$ cat config.mk
export PLATFORM = sky130hd
export DESIGN_NAME = fal_slice_end_flat
export DESIGN_NICKNAME = d
export VERILOG_FILES = /design/src/hw/fal_pkg.sv /design/src/hw/fal_link_if.sv /design/src/hw/fal_slice_end.sv /design/src/flat_wrapper.sv
export SDC_FILE = /design/constraint.sdc
export NUM_CORES = 1
export LEC_CHECK = 0
export BUFFER_PORTS_ARGS = -buffer_cell sky130_fd_sc_hd__clkbuf_2
export CORE_UTILIZATION = 34
export CTS_BUF_LIST = sky130_fd_sc_hd__clkbuf_4
export DETAILED_ROUTE_END_ITERATION = 10
export HOLD_SLACK_MARGIN = 0.12
export PLACE_DENSITY_LB_ADDON = 0.08
export SYNTH_ARGS = -nofsm -noshare
export SYNTH_HDL_FRONTEND = slang
export SYNTH_SLANG_ARGS = --single-unit
$ cat constraint.sdc
create_clock -name clock -period 1.8 [get_ports clock]
set_input_delay 0 -clock clock [delete_from_list [all_inputs] [get_ports clock]]
set_output_delay 0 -clock clock [all_outputs]
set_load 0.02 [all_outputs]
$ cat src/hw/fal_pkg.sv
// Shared constants and state types for the four-bit slice and its neighbour.
// Assumes both ends run on one clock and meet through fal_link_if.
`default_nettype none

package fal_pkg;

   // ------------------------------------------------------------
   // Widths
   // ------------------------------------------------------------
   localparam int FAL_WIDTH = 4;
   localparam int FAL_GROUPS = 4;

   // ------------------------------------------------------------
   // Function select codes (active-high data, arithmetic mode)
   // ------------------------------------------------------------
   localparam logic [3:0] FAL_SEL_ADD = 4'h9;
   localparam logic [3:0] FAL_SEL_SUB = 4'h6;
   localparam logic [3:0] FAL_SEL_DOUBLE = 4'hc;

   // ------------------------------------------------------------
   // Mode levels
   // ------------------------------------------------------------
   localparam logic FAL_MODE_LOGIC = 1'b1;
   localparam logic FAL_MODE_ARITH = 1'b0;

   // ------------------------------------------------------------
   // Timing in clock cycles
   // ------------------------------------------------------------
   localparam int FAL_DEV_LATENCY = 1;
   localparam int FAL_HOST_LATENCY = 3;

   // ------------------------------------------------------------
   // Reset values
   // ------------------------------------------------------------
   localparam logic [3:0] FAL_RESET_WORD = 4'h0;
   localparam logic FAL_RESET_BIT = 1'b0;
   localparam logic FAL_RESET_BIT_N = 1'b1;

   // ------------------------------------------------------------
   // State types
   // ------------------------------------------------------------
   typedef struct packed {
      logic pol_meta;
      logic pol_sync;
      logic [3:0] f;
      logic carry_out;
      logic prop_n;
      logic gen_n;
      logic equal;
      logic la_c1;
      logic la_c2;
      logic la_c3;
      logic la_prop_n;
      logic la_gen_n;
   } fal_dev_state_type;

   typedef struct packed {
      logic [3:0] a;
      logic [3:0] b;
      logic [3:0] sel;
      logic mode;
      logic cin;
      logic [2:0] peer_prop_n;
      logic [2:0] peer_gen_n;
      logic cmp1;
      logic cmp2;
      logic [3:0] f;
      logic carry_out;
      logic c1;
      logic c2;
      logic c3;
      logic up_prop_n;
      logic up_gen_n;
      logic gt;
      logic lt;
      logic eq;
   } fal_host_state_type;

endpackage

`default_nettype wire

$ cat src/hw/fal_link_if.sv
// Link between the slice end and its neighbouring logic.
// Assumes both ends share one clock; the equality line is an open-drain
// wire with a pull-up, resolved here from the drivers' enables.
`default_nettype none

interface fal_link_if;
   // Operand and function request, neighbour to slice
   logic [3:0] op_a;
   logic [3:0] op_b;
   logic func_sel_0;
   logic func_sel_1;
   logic func_sel_2;
   logic func_sel_3;
   logic mode;
   logic carry_in;
   // Slice results
   logic [3:0] f;
   logic slice_carry_out;
   logic slice_prop_n;
   logic slice_gen_n;
   logic eq_o;
   logic eq_oe;
   logic eq_level;
   // Look-ahead unit inputs and results
   logic [3:0] la_prop_n;
   logic [3:0] la_gen_n;
   logic la_carry_in;
   logic lookahead_carry_1;
   logic lookahead_carry_2;
   logic lookahead_carry_3;
   logic la_group_prop_n;
   logic la_group_gen_n;

   // Pulled up unless a driver pulls low
   assign eq_level = !(eq_oe && !eq_o);

   modport slice_port (
      input op_a, op_b, func_sel_0, func_sel_1, func_sel_2, func_sel_3,
      input mode, carry_in, la_prop_n, la_gen_n, la_carry_in,
      output f, slice_carry_out, slice_prop_n, slice_gen_n, eq_o, eq_oe,
      output lookahead_carry_1, lookahead_carry_2, lookahead_carry_3,
      output la_group_prop_n, la_group_gen_n
   );

   modport peer_port (
      output op_a, op_b, func_sel_0, func_sel_1, func_sel_2, func_sel_3,
      output mode, carry_in, la_prop_n, la_gen_n, la_carry_in,
      input f, slice_carry_out, slice_prop_n, slice_gen_n, eq_level,
      input lookahead_carry_1, lookahead_carry_2, lookahead_carry_3,
      input la_group_prop_n, la_group_gen_n
   );
endinterface

`default_nettype wire

$ cat src/hw/fal_slice_end.sv
// Slice end: four-bit logic/arithmetic slice plus its carry look-ahead unit.
// Assumes the neighbour drives the link from flops on the same clock;
// results appear registered one clock after the request.
// Limitation: that register stage means a ripple chain of slices built
// from this end gains one clock per slice, not one gate delay.
//
// How it works
// - Logic mode: bitwise function, no carries
// - Arithmetic mode: four-bit words, carries ripple
// - Sixteen functions each; either data polarity
// - Active carry input adds one
// - A plus A shifts bits up
// - Carry-out from top bit chains onward
// - Subtract via ones complement: A-B-1
// - Open-drain equality, high when equal
// - Neighbour derives greater/less from equality, carry
// - Active-low group propagate and generate outputs
// - One look-ahead unit per four slices
// - Look-ahead takes four low pairs, carry
// - Three anticipated carries, one per upper group
// - Look-ahead gives active-low group outputs
// - Look-ahead units cascade in levels
`default_nettype none

module fal_slice_end (
   input wire logic clock,
   input wire logic rstn,
   input wire logic data_active_low,
   fal_link_if.slice_port link
);

   // ------------------------------------------------------------
   // Carry arithmetic shared by slice and look-ahead
   // ------------------------------------------------------------

   // The carry helpers take active-high terms; callers invert the pins
   // Carry into each position plus the carry out of the top
   function automatic logic [4:0] fal_chain(
      input logic [3:0] g,
      input logic [3:0] p,
      input logic c
   );
      logic [4:0] cc;
      cc = {4'h0, c};
      for (int i = 0; i < 4; i++) begin
         cc[i + 1] = g[i] | (p[i] & cc[i]);
      end
      return cc;
   endfunction

   // Group generate: top generate, or lower one passed by all above
   function automatic logic fal_group_gen(
      input logic [3:0] g,
      input logic [3:0] p
   );
      return g[3] | (p[3] & g[2]) | (p[3] & p[2] & g[1]) |
         (p[3] & p[2] & p[1] & g[0]);
   endfunction

   // Group propagate: every position passes a carry
   function automatic logic fal_group_prop(
      input logic [3:0] p
   );
      return &p;
   endfunction

   // Data polarity: active-low words are handled by inverting them
   function automatic logic [3:0] fal_flip(
      input logic [3:0] v,
      input logic inv
   );
      return v ^ {4{inv}};
   endfunction

   // ------------------------------------------------------------
   // State
   // ------------------------------------------------------------
   fal_pkg::fal_dev_state_type s_q;
   fal_pkg::fal_dev_state_type s_d;

   // Reset releases every active-low output and clears every carry
   localparam fal_pkg::fal_dev_state_type FAL_DEV_RESET = '{
      pol_meta: fal_pkg::FAL_RESET_BIT,
      pol_sync: fal_pkg::FAL_RESET_BIT,
      f: fal_pkg::FAL_RESET_WORD,
      carry_out: fal_pkg::FAL_RESET_BIT,
      prop_n: fal_pkg::FAL_RESET_BIT_N,
      gen_n: fal_pkg::FAL_RESET_BIT_N,
      equal: fal_pkg::FAL_RESET_BIT,
      la_c1: fal_pkg::FAL_RESET_BIT,
      la_c2: fal_pkg::FAL_RESET_BIT,
      la_c3: fal_pkg::FAL_RESET_BIT,
      la_prop_n: fal_pkg::FAL_RESET_BIT_N,
      la_gen_n: fal_pkg::FAL_RESET_BIT_N
   };

   // ------------------------------------------------------------
   // Next state
   // ------------------------------------------------------------
   // Scratch terms, all fully assigned each pass
   logic [3:0] sel;
   logic [3:0] a;
   logic [3:0] b;
   logic cin;
   logic [3:0] ip;
   logic [3:0] ig;
   logic [3:0] half;
   logic [4:0] c;
   logic [3:0] fi;
   logic [3:0] lp;
   logic [3:0] lg;
   logic [4:0] lc;

   always_comb begin
      s_d = s_q;

      // ------------------------------------------------------------
      // Strap synchroniser
      // ------------------------------------------------------------
      // Polarity strap comes from a pin: two flops before use
      s_d.pol_meta = data_active_low;
      s_d.pol_sync = s_q.pol_meta;

      // ------------------------------------------------------------
      // Operands
      // ------------------------------------------------------------
      sel = {link.func_sel_3, link.func_sel_2, link.func_sel_1, link.func_sel_0};
      // The slice is self-dual: inverting every data line and the carry
      // turns the active-high table into the active-low one.
      a = fal_flip(link.op_a, s_q.pol_sync);
      b = fal_flip(link.op_b, s_q.pol_sync);
      cin = link.carry_in ^ s_q.pol_sync;

      // ------------------------------------------------------------
      // Slice result
      // ------------------------------------------------------------
      // Per-bit terms chosen by the select code; with code 0110 the B
      // term enters inverted, which is the ones-complement subtrahend.
      ip = ~(a | (b & {4{sel[0]}}) | (~b & {4{sel[1]}}));
      ig = ~((a & ~b & {4{sel[2]}}) | (a & b & {4{sel[3]}}));
      half = ip ^ ig;

      // Generate is ~ig, propagate is ~ip; carry enters at bit zero
      c = fal_chain(~ig, ~ip, cin);

      // Logic mode forces the carry term high, so no bit sees its neighbour
      for (int i = 0; i < 4; i++) begin
         fi[i] = half[i] ^ (link.mode | c[i]);
      end
      s_d.f = fal_flip(fi, s_q.pol_sync);
      s_d.carry_out = c[4] ^ s_q.pol_sync;

      // ------------------------------------------------------------
      // Equality and group terms
      // ------------------------------------------------------------
      // Equal words give all ones in subtract mode with no carry in
      s_d.equal = &fi;
      // Group terms ignore the strap: they describe the internal sum
      s_d.gen_n = ~fal_group_gen(~ig, ~ip);
      s_d.prop_n = ~fal_group_prop(~ip);

      // ------------------------------------------------------------
      // Look-ahead unit
      // ------------------------------------------------------------
      // Look-ahead unit: active-low pairs, active-high carry
      lp = ~link.la_prop_n;
      lg = ~link.la_gen_n;
      lc = fal_chain(lg, lp, link.la_carry_in);
      s_d.la_c1 = lc[1];
      s_d.la_c2 = lc[2];
      s_d.la_c3 = lc[3];
      s_d.la_gen_n = ~fal_group_gen(lg, lp);
      s_d.la_prop_n = ~fal_group_prop(lp);
   end

   // ------------------------------------------------------------
   // Registers
   // ------------------------------------------------------------
   // One register stage keeps every link path one cycle; the strap passes two flops first
   always_ff @(posedge clock or negedge rstn) begin
      if (!rstn) begin
         s_q <= FAL_DEV_RESET;
      end else begin
         s_q <= s_d;
      end
   end

   // ------------------------------------------------------------
   // Outputs
   // ------------------------------------------------------------
   // Every output but the tied-low eq_o comes from a flop, so the neighbour sees no glitch
   assign link.f = s_q.f;
   assign link.slice_carry_out = s_q.carry_out;
   assign link.slice_prop_n = s_q.prop_n;
   assign link.slice_gen_n = s_q.gen_n;
   // Open drain: only ever pulls low, released when every result bit is one
   assign link.eq_o = 1'b0;
   assign link.eq_oe = !s_q.equal;
   assign link.lookahead_carry_1 = s_q.la_c1;
   assign link.lookahead_carry_2 = s_q.la_c2;
   assign link.lookahead_carry_3 = s_q.la_c3;
   assign link.la_group_prop_n = s_q.la_prop_n;
   assign link.la_group_gen_n = s_q.la_gen_n;

endmodule

`default_nettype wire
$ cat src/flat_wrapper.sv
// flat-port wrapper written by rule: the top's interface ports become plain ports
module fal_slice_end_flat 
  (clock, rstn, data_active_low, link_op_a, link_op_b, link_func_sel_0, link_func_sel_1, link_func_sel_2, link_func_sel_3, link_mode, link_carry_in, link_la_prop_n, link_la_gen_n, link_la_carry_in, link_f, link_slice_carry_out, link_slice_prop_n, link_slice_gen_n, link_eq_o, link_eq_oe, link_lookahead_carry_1, link_lookahead_carry_2, link_lookahead_carry_3, link_la_group_prop_n, link_la_group_gen_n);
  fal_link_if link_i ();
  input wire logic clock;
  input wire logic rstn;
  input wire logic data_active_low;
  input wire logic [$bits(link_i.op_a)-1:0] link_op_a;
  input wire logic [$bits(link_i.op_b)-1:0] link_op_b;
  input wire logic [$bits(link_i.func_sel_0)-1:0] link_func_sel_0;
  input wire logic [$bits(link_i.func_sel_1)-1:0] link_func_sel_1;
  input wire logic [$bits(link_i.func_sel_2)-1:0] link_func_sel_2;
  input wire logic [$bits(link_i.func_sel_3)-1:0] link_func_sel_3;
  input wire logic [$bits(link_i.mode)-1:0] link_mode;
  input wire logic [$bits(link_i.carry_in)-1:0] link_carry_in;
  input wire logic [$bits(link_i.la_prop_n)-1:0] link_la_prop_n;
  input wire logic [$bits(link_i.la_gen_n)-1:0] link_la_gen_n;
  input wire logic [$bits(link_i.la_carry_in)-1:0] link_la_carry_in;
  output wire logic [$bits(link_i.f)-1:0] link_f;
  output wire logic [$bits(link_i.slice_carry_out)-1:0] link_slice_carry_out;
  output wire logic [$bits(link_i.slice_prop_n)-1:0] link_slice_prop_n;
  output wire logic [$bits(link_i.slice_gen_n)-1:0] link_slice_gen_n;
  output wire logic [$bits(link_i.eq_o)-1:0] link_eq_o;
  output wire logic [$bits(link_i.eq_oe)-1:0] link_eq_oe;
  output wire logic [$bits(link_i.lookahead_carry_1)-1:0] link_lookahead_carry_1;
  output wire logic [$bits(link_i.lookahead_carry_2)-1:0] link_lookahead_carry_2;
  output wire logic [$bits(link_i.lookahead_carry_3)-1:0] link_lookahead_carry_3;
  output wire logic [$bits(link_i.la_group_prop_n)-1:0] link_la_group_prop_n;
  output wire logic [$bits(link_i.la_group_gen_n)-1:0] link_la_group_gen_n;
  assign link_i.op_a = link_op_a;
  assign link_i.op_b = link_op_b;
  assign link_i.func_sel_0 = link_func_sel_0;
  assign link_i.func_sel_1 = link_func_sel_1;
  assign link_i.func_sel_2 = link_func_sel_2;
  assign link_i.func_sel_3 = link_func_sel_3;
  assign link_i.mode = link_mode;
  assign link_i.carry_in = link_carry_in;
  assign link_i.la_prop_n = link_la_prop_n;
  assign link_i.la_gen_n = link_la_gen_n;
  assign link_i.la_carry_in = link_la_carry_in;
  assign link_f = link_i.f;
  assign link_slice_carry_out = link_i.slice_carry_out;
  assign link_slice_prop_n = link_i.slice_prop_n;
  assign link_slice_gen_n = link_i.slice_gen_n;
  assign link_eq_o = link_i.eq_o;
  assign link_eq_oe = link_i.eq_oe;
  assign link_lookahead_carry_1 = link_i.lookahead_carry_1;
  assign link_lookahead_carry_2 = link_i.lookahead_carry_2;
  assign link_lookahead_carry_3 = link_i.lookahead_carry_3;
  assign link_la_group_prop_n = link_i.la_group_prop_n;
  assign link_la_group_gen_n = link_i.la_group_gen_n;
  fal_slice_end u_core (.clock(clock), .rstn(rstn), .data_active_low(data_active_low), .link(link_i));
endmodule
==> metrics.log <==
INFO  metric outcome = finished, violations left
INFO  metric violated_checks = negative setup slack
INFO  metric antenna_cells_inserted = 0
INFO  metric syn_to_final_growth = 52.92%
INFO  metric synth_area_leaders = dfrtp_1, dfstp_2, mux4_2, xnor2_1, nand2b_1
INFO  metric clock_tree_from_tritoncts = yes
INFO  metric final_area = ~1700 um^2
INFO  metric drv_cap = 0
INFO  metric site_row_count = 20
INFO  metric number_of_synthesized_register_bits = 15
INFO  metric fp.dieH = between 50 and 60 um
INFO  metric fmaxAchievable = roughly 520 MHz
INFO  metric final_layout_size_suffix_gt1_share = roughly 54%
INFO  metric overflow = 0
INFO  metric dr.first_iter.drc_count = 51
INFO  metric global_route.usage.total = about 16%
INFO  metric synth.avg_cell_area = between 9 and 10 um^2
INFO  metric setup_tns = -0.3933 ns
INFO  metric fp.dieArea = between 3000 and 4000 um^2
INFO  metric finalSetupViolCount = 5
INFO  metric synth_largest_type_area_fraction = between 20% and 30%
INFO  metric postSynthNetCount = between 100 and 150
INFO  metric pin_count = 40
INFO  metric synthArstFlopShare = between 90% and 100%
INFO  metric ir_worst_vdd = between 0.2 and 0.25 mV
INFO  metric grt_antenna_before_repair = 0
INFO  metric drtPass1Iterations = 4
INFO  metric mappedNetlistArea = approximately 1100 um^2
INFO  metric detailed_place.area = 1443 um^2
INFO  metric timing.critical_path.required = approximately 2 ns
INFO  metric post-route-period-util = 107.7%
INFO  metric pin_count_of_the_biggest_net_entering_global_routing = 16
INFO  metric postSynthCellCount = between 100 and 150
INFO  metric post-synth-top-count-cell = dfrtp_1
INFO  metric synthDominantAreaCellType = dfrtp_1
INFO  metric net_count_reported_at_finish = around 210
INFO  metric drc = 0
INFO  metric design.core.area = 3103 um^2
INFO  metric largest_register_ffs = 4
INFO  metric synth_seq_area_share = between 30% and 40%
INFO  metric worst_setup_path_end_kind = flop
INFO  metric drt-total-wl = around 2700 um
INFO  metric cts_buffers = 3
INFO  metric worst-endpoint-arrival = 2.14 ns
INFO  metric synthesis.yosys.warnings = 0
INFO  metric final.setup_skew = 0.004214 ns
INFO  metric port-buffer-count = 38
INFO  metric final_max_slew_viol_count = 0
INFO  metric dp_hpwl = about 2000 um
INFO  metric finish.utilization = between 50% and 60%
INFO  metric h_tree_depth = 1
INFO  metric start_util = between 30% and 40%
INFO  metric layout_min_cycle_time = 1.939 ns
INFO  metric timing.final.ws_setup = -0.1393 ns
INFO  metric antenna_left = 0
INFO  metric unrepaired_setup_endpoints_after_global_routing = true
INFO  metric insertion_delay = 0.28 ns
INFO  metric ff2ff_path_depth = 7
INFO  metric path_max_fanout = 5
INFO  metric timing.hold.worst.class = primary input to asynchronous set/reset pin
INFO  metric ys_types = 43
INFO  metric cp-start-kind = flop
INFO  metric synth-edff-count = 0
INFO  metric setup.worst_path.class = flop to flop
INFO  metric ctsRootBufferMaster = clkbuf_4
INFO  metric gp_congestion = a little under 0.8
INFO  metric finalNonFillerCells = approximately 220
INFO  metric worst_hold_slack = 0.1519 ns
INFO  metric global_route_wire_length_before_repair = roughly 4100 um
INFO  metric cellLeakagePower = just under 0.0008 uW
INFO  metric power_density = about 630 nW/um^2
INFO  metric first_global_vias = 989
INFO  metric post_drt_via_cell_ratio = approximately 4.8
INFO  metric cts_buffer_depth = 2
INFO  metric hold_violations = 0
INFO  metric die_width = between 50 and 60 um
INFO  metric route.detailed.wl_per_inst = approximately 12 um
INFO  metric clk_transition_reported_paths = about 0.10 ns
INFO  metric synth.top_cells.by_count = dfrtp_1, nand2b_1, nand2_1, xnor2_1, nor2_1
INFO  metric place.detailed.instances = 202
INFO  metric synth-main-ff-cell = dfrtp_1
INFO  metric vias = around 1,100
INFO  metric numClockSinks = 15
-- worst max-delay path, cell delays in order, from the launching register on --
cell,delay (ns)
dfrtp_2,0.44
buf_6,0.13
nor2b_1,0.12
mux4_2,0.47
nand2b_4,0.19
nor3_2,0.19
a32oi_2,0.08
a211oi_2,0.23
-- report_power, final --
group          switching (uW)  total, uW  internal, uW  leakage (uW)
logic                     253        495           242      0.000589
clock network             114        197          82.4     0.0000177
registers                11.7        404           392      0.000169
-- routing by layer --
metal | up-vias | part of all wire [%] | global-route usage (%) | routed length [um]
li1 | 538 | - | - | -
met4 | 0 | 0 | 5.980 | 0
met3 | 0 | 6.4 | 2.814 | 172
met1 | 506 | 41 | 19.76 | 1089
met5 | - | 0 | 0 | 0
met2 | 42 | 53 | 26.03 | 1427
-- per-stage QoR --
step	worst slack, ns	power (uW)
after global placement	-0.08589	836.8
after global routing	-0.2384	1168
after CTS	-0.09328	1070
after detailed placement	-0.1128	837.8
after floorplan	-0.009165	726.3
final	-0.1393	1095
-- layout by cell type (no fill, tap or decap), types with 2 or more instances in the layout --
master and instances:
mux4_2 4, dlygate4sd3_1 14, nand3_1 2, nand2b_1 7
nor2_1 5, nand2_1 6, nor3_1 2, o21a_1 3
dfrtp_1 10, buf_6 2, xnor2_1 7, dfstp_2 4
nor2b_1 4, buf_8 2, o22ai_1 2, xor2_1 2
o22ai_2 3, a21oi_2 3, inv_1 5, or2_4 2
o21ai_0 2, nor3_2 2, or2_2 2, clkbuf_2 38
buf_4 13, mux2i_1 2, nand2b_4 2, clkbuf_4 3
a21oi_1 2
-- kinds of logic (layout without fill, tap and decap cells) --
family	Yosys count	in the layout	share of synthesized area (%)
compound gates	25	25	18.30
mux	6	6	9.703
flops	15	15	33.52
buf+inv	14	79	7.938
other cells	1	1	0.3304
xor+xnor	9	9	6.946
simple gates	45	45	23.26
-- what timing repair did --
action | in CTS | in global routing
setup buffers | 1 | 3
gates resized for setup | 3 | 21
hold buffers | 14 | 0
pin swaps | 0 | 7
endpoints found under the setup margin | 7 | 7
endpoints found under the hold margin | 23 | 0
-- layout make-up --
class / instances / area [um^2]
clock buffers: 3 / 22.52
clock inverters: 1 / 5.005
fillers: 306 / 1368
inverters: 5 / 18.77
multi-input cells: 86 / 752.0
flip-flops and latches: 15 / 381.6
well taps: 44 / 55.05
repair buffers: 70 / 500.5
-- path summary, 6_finish.rpt --
path / from / end / slack, ns
max: u_core.s_q[13] / u_core.s_q[5] / -0.14
min: rstn / u_core.s_q[5] / 0.15
max reg2reg: u_core.s_q[13] / u_core.s_q[5] / -0.14
min reg2reg: u_core.s_d[13] / u_core.s_q[13] / 0.37
max in group asynchronous: rstn / u_core.link.la_group_prop_n / 1.33
min in group clock: link_mode / u_core.link.f[2] / 0.19
Power figures use the tool's default switching activity.
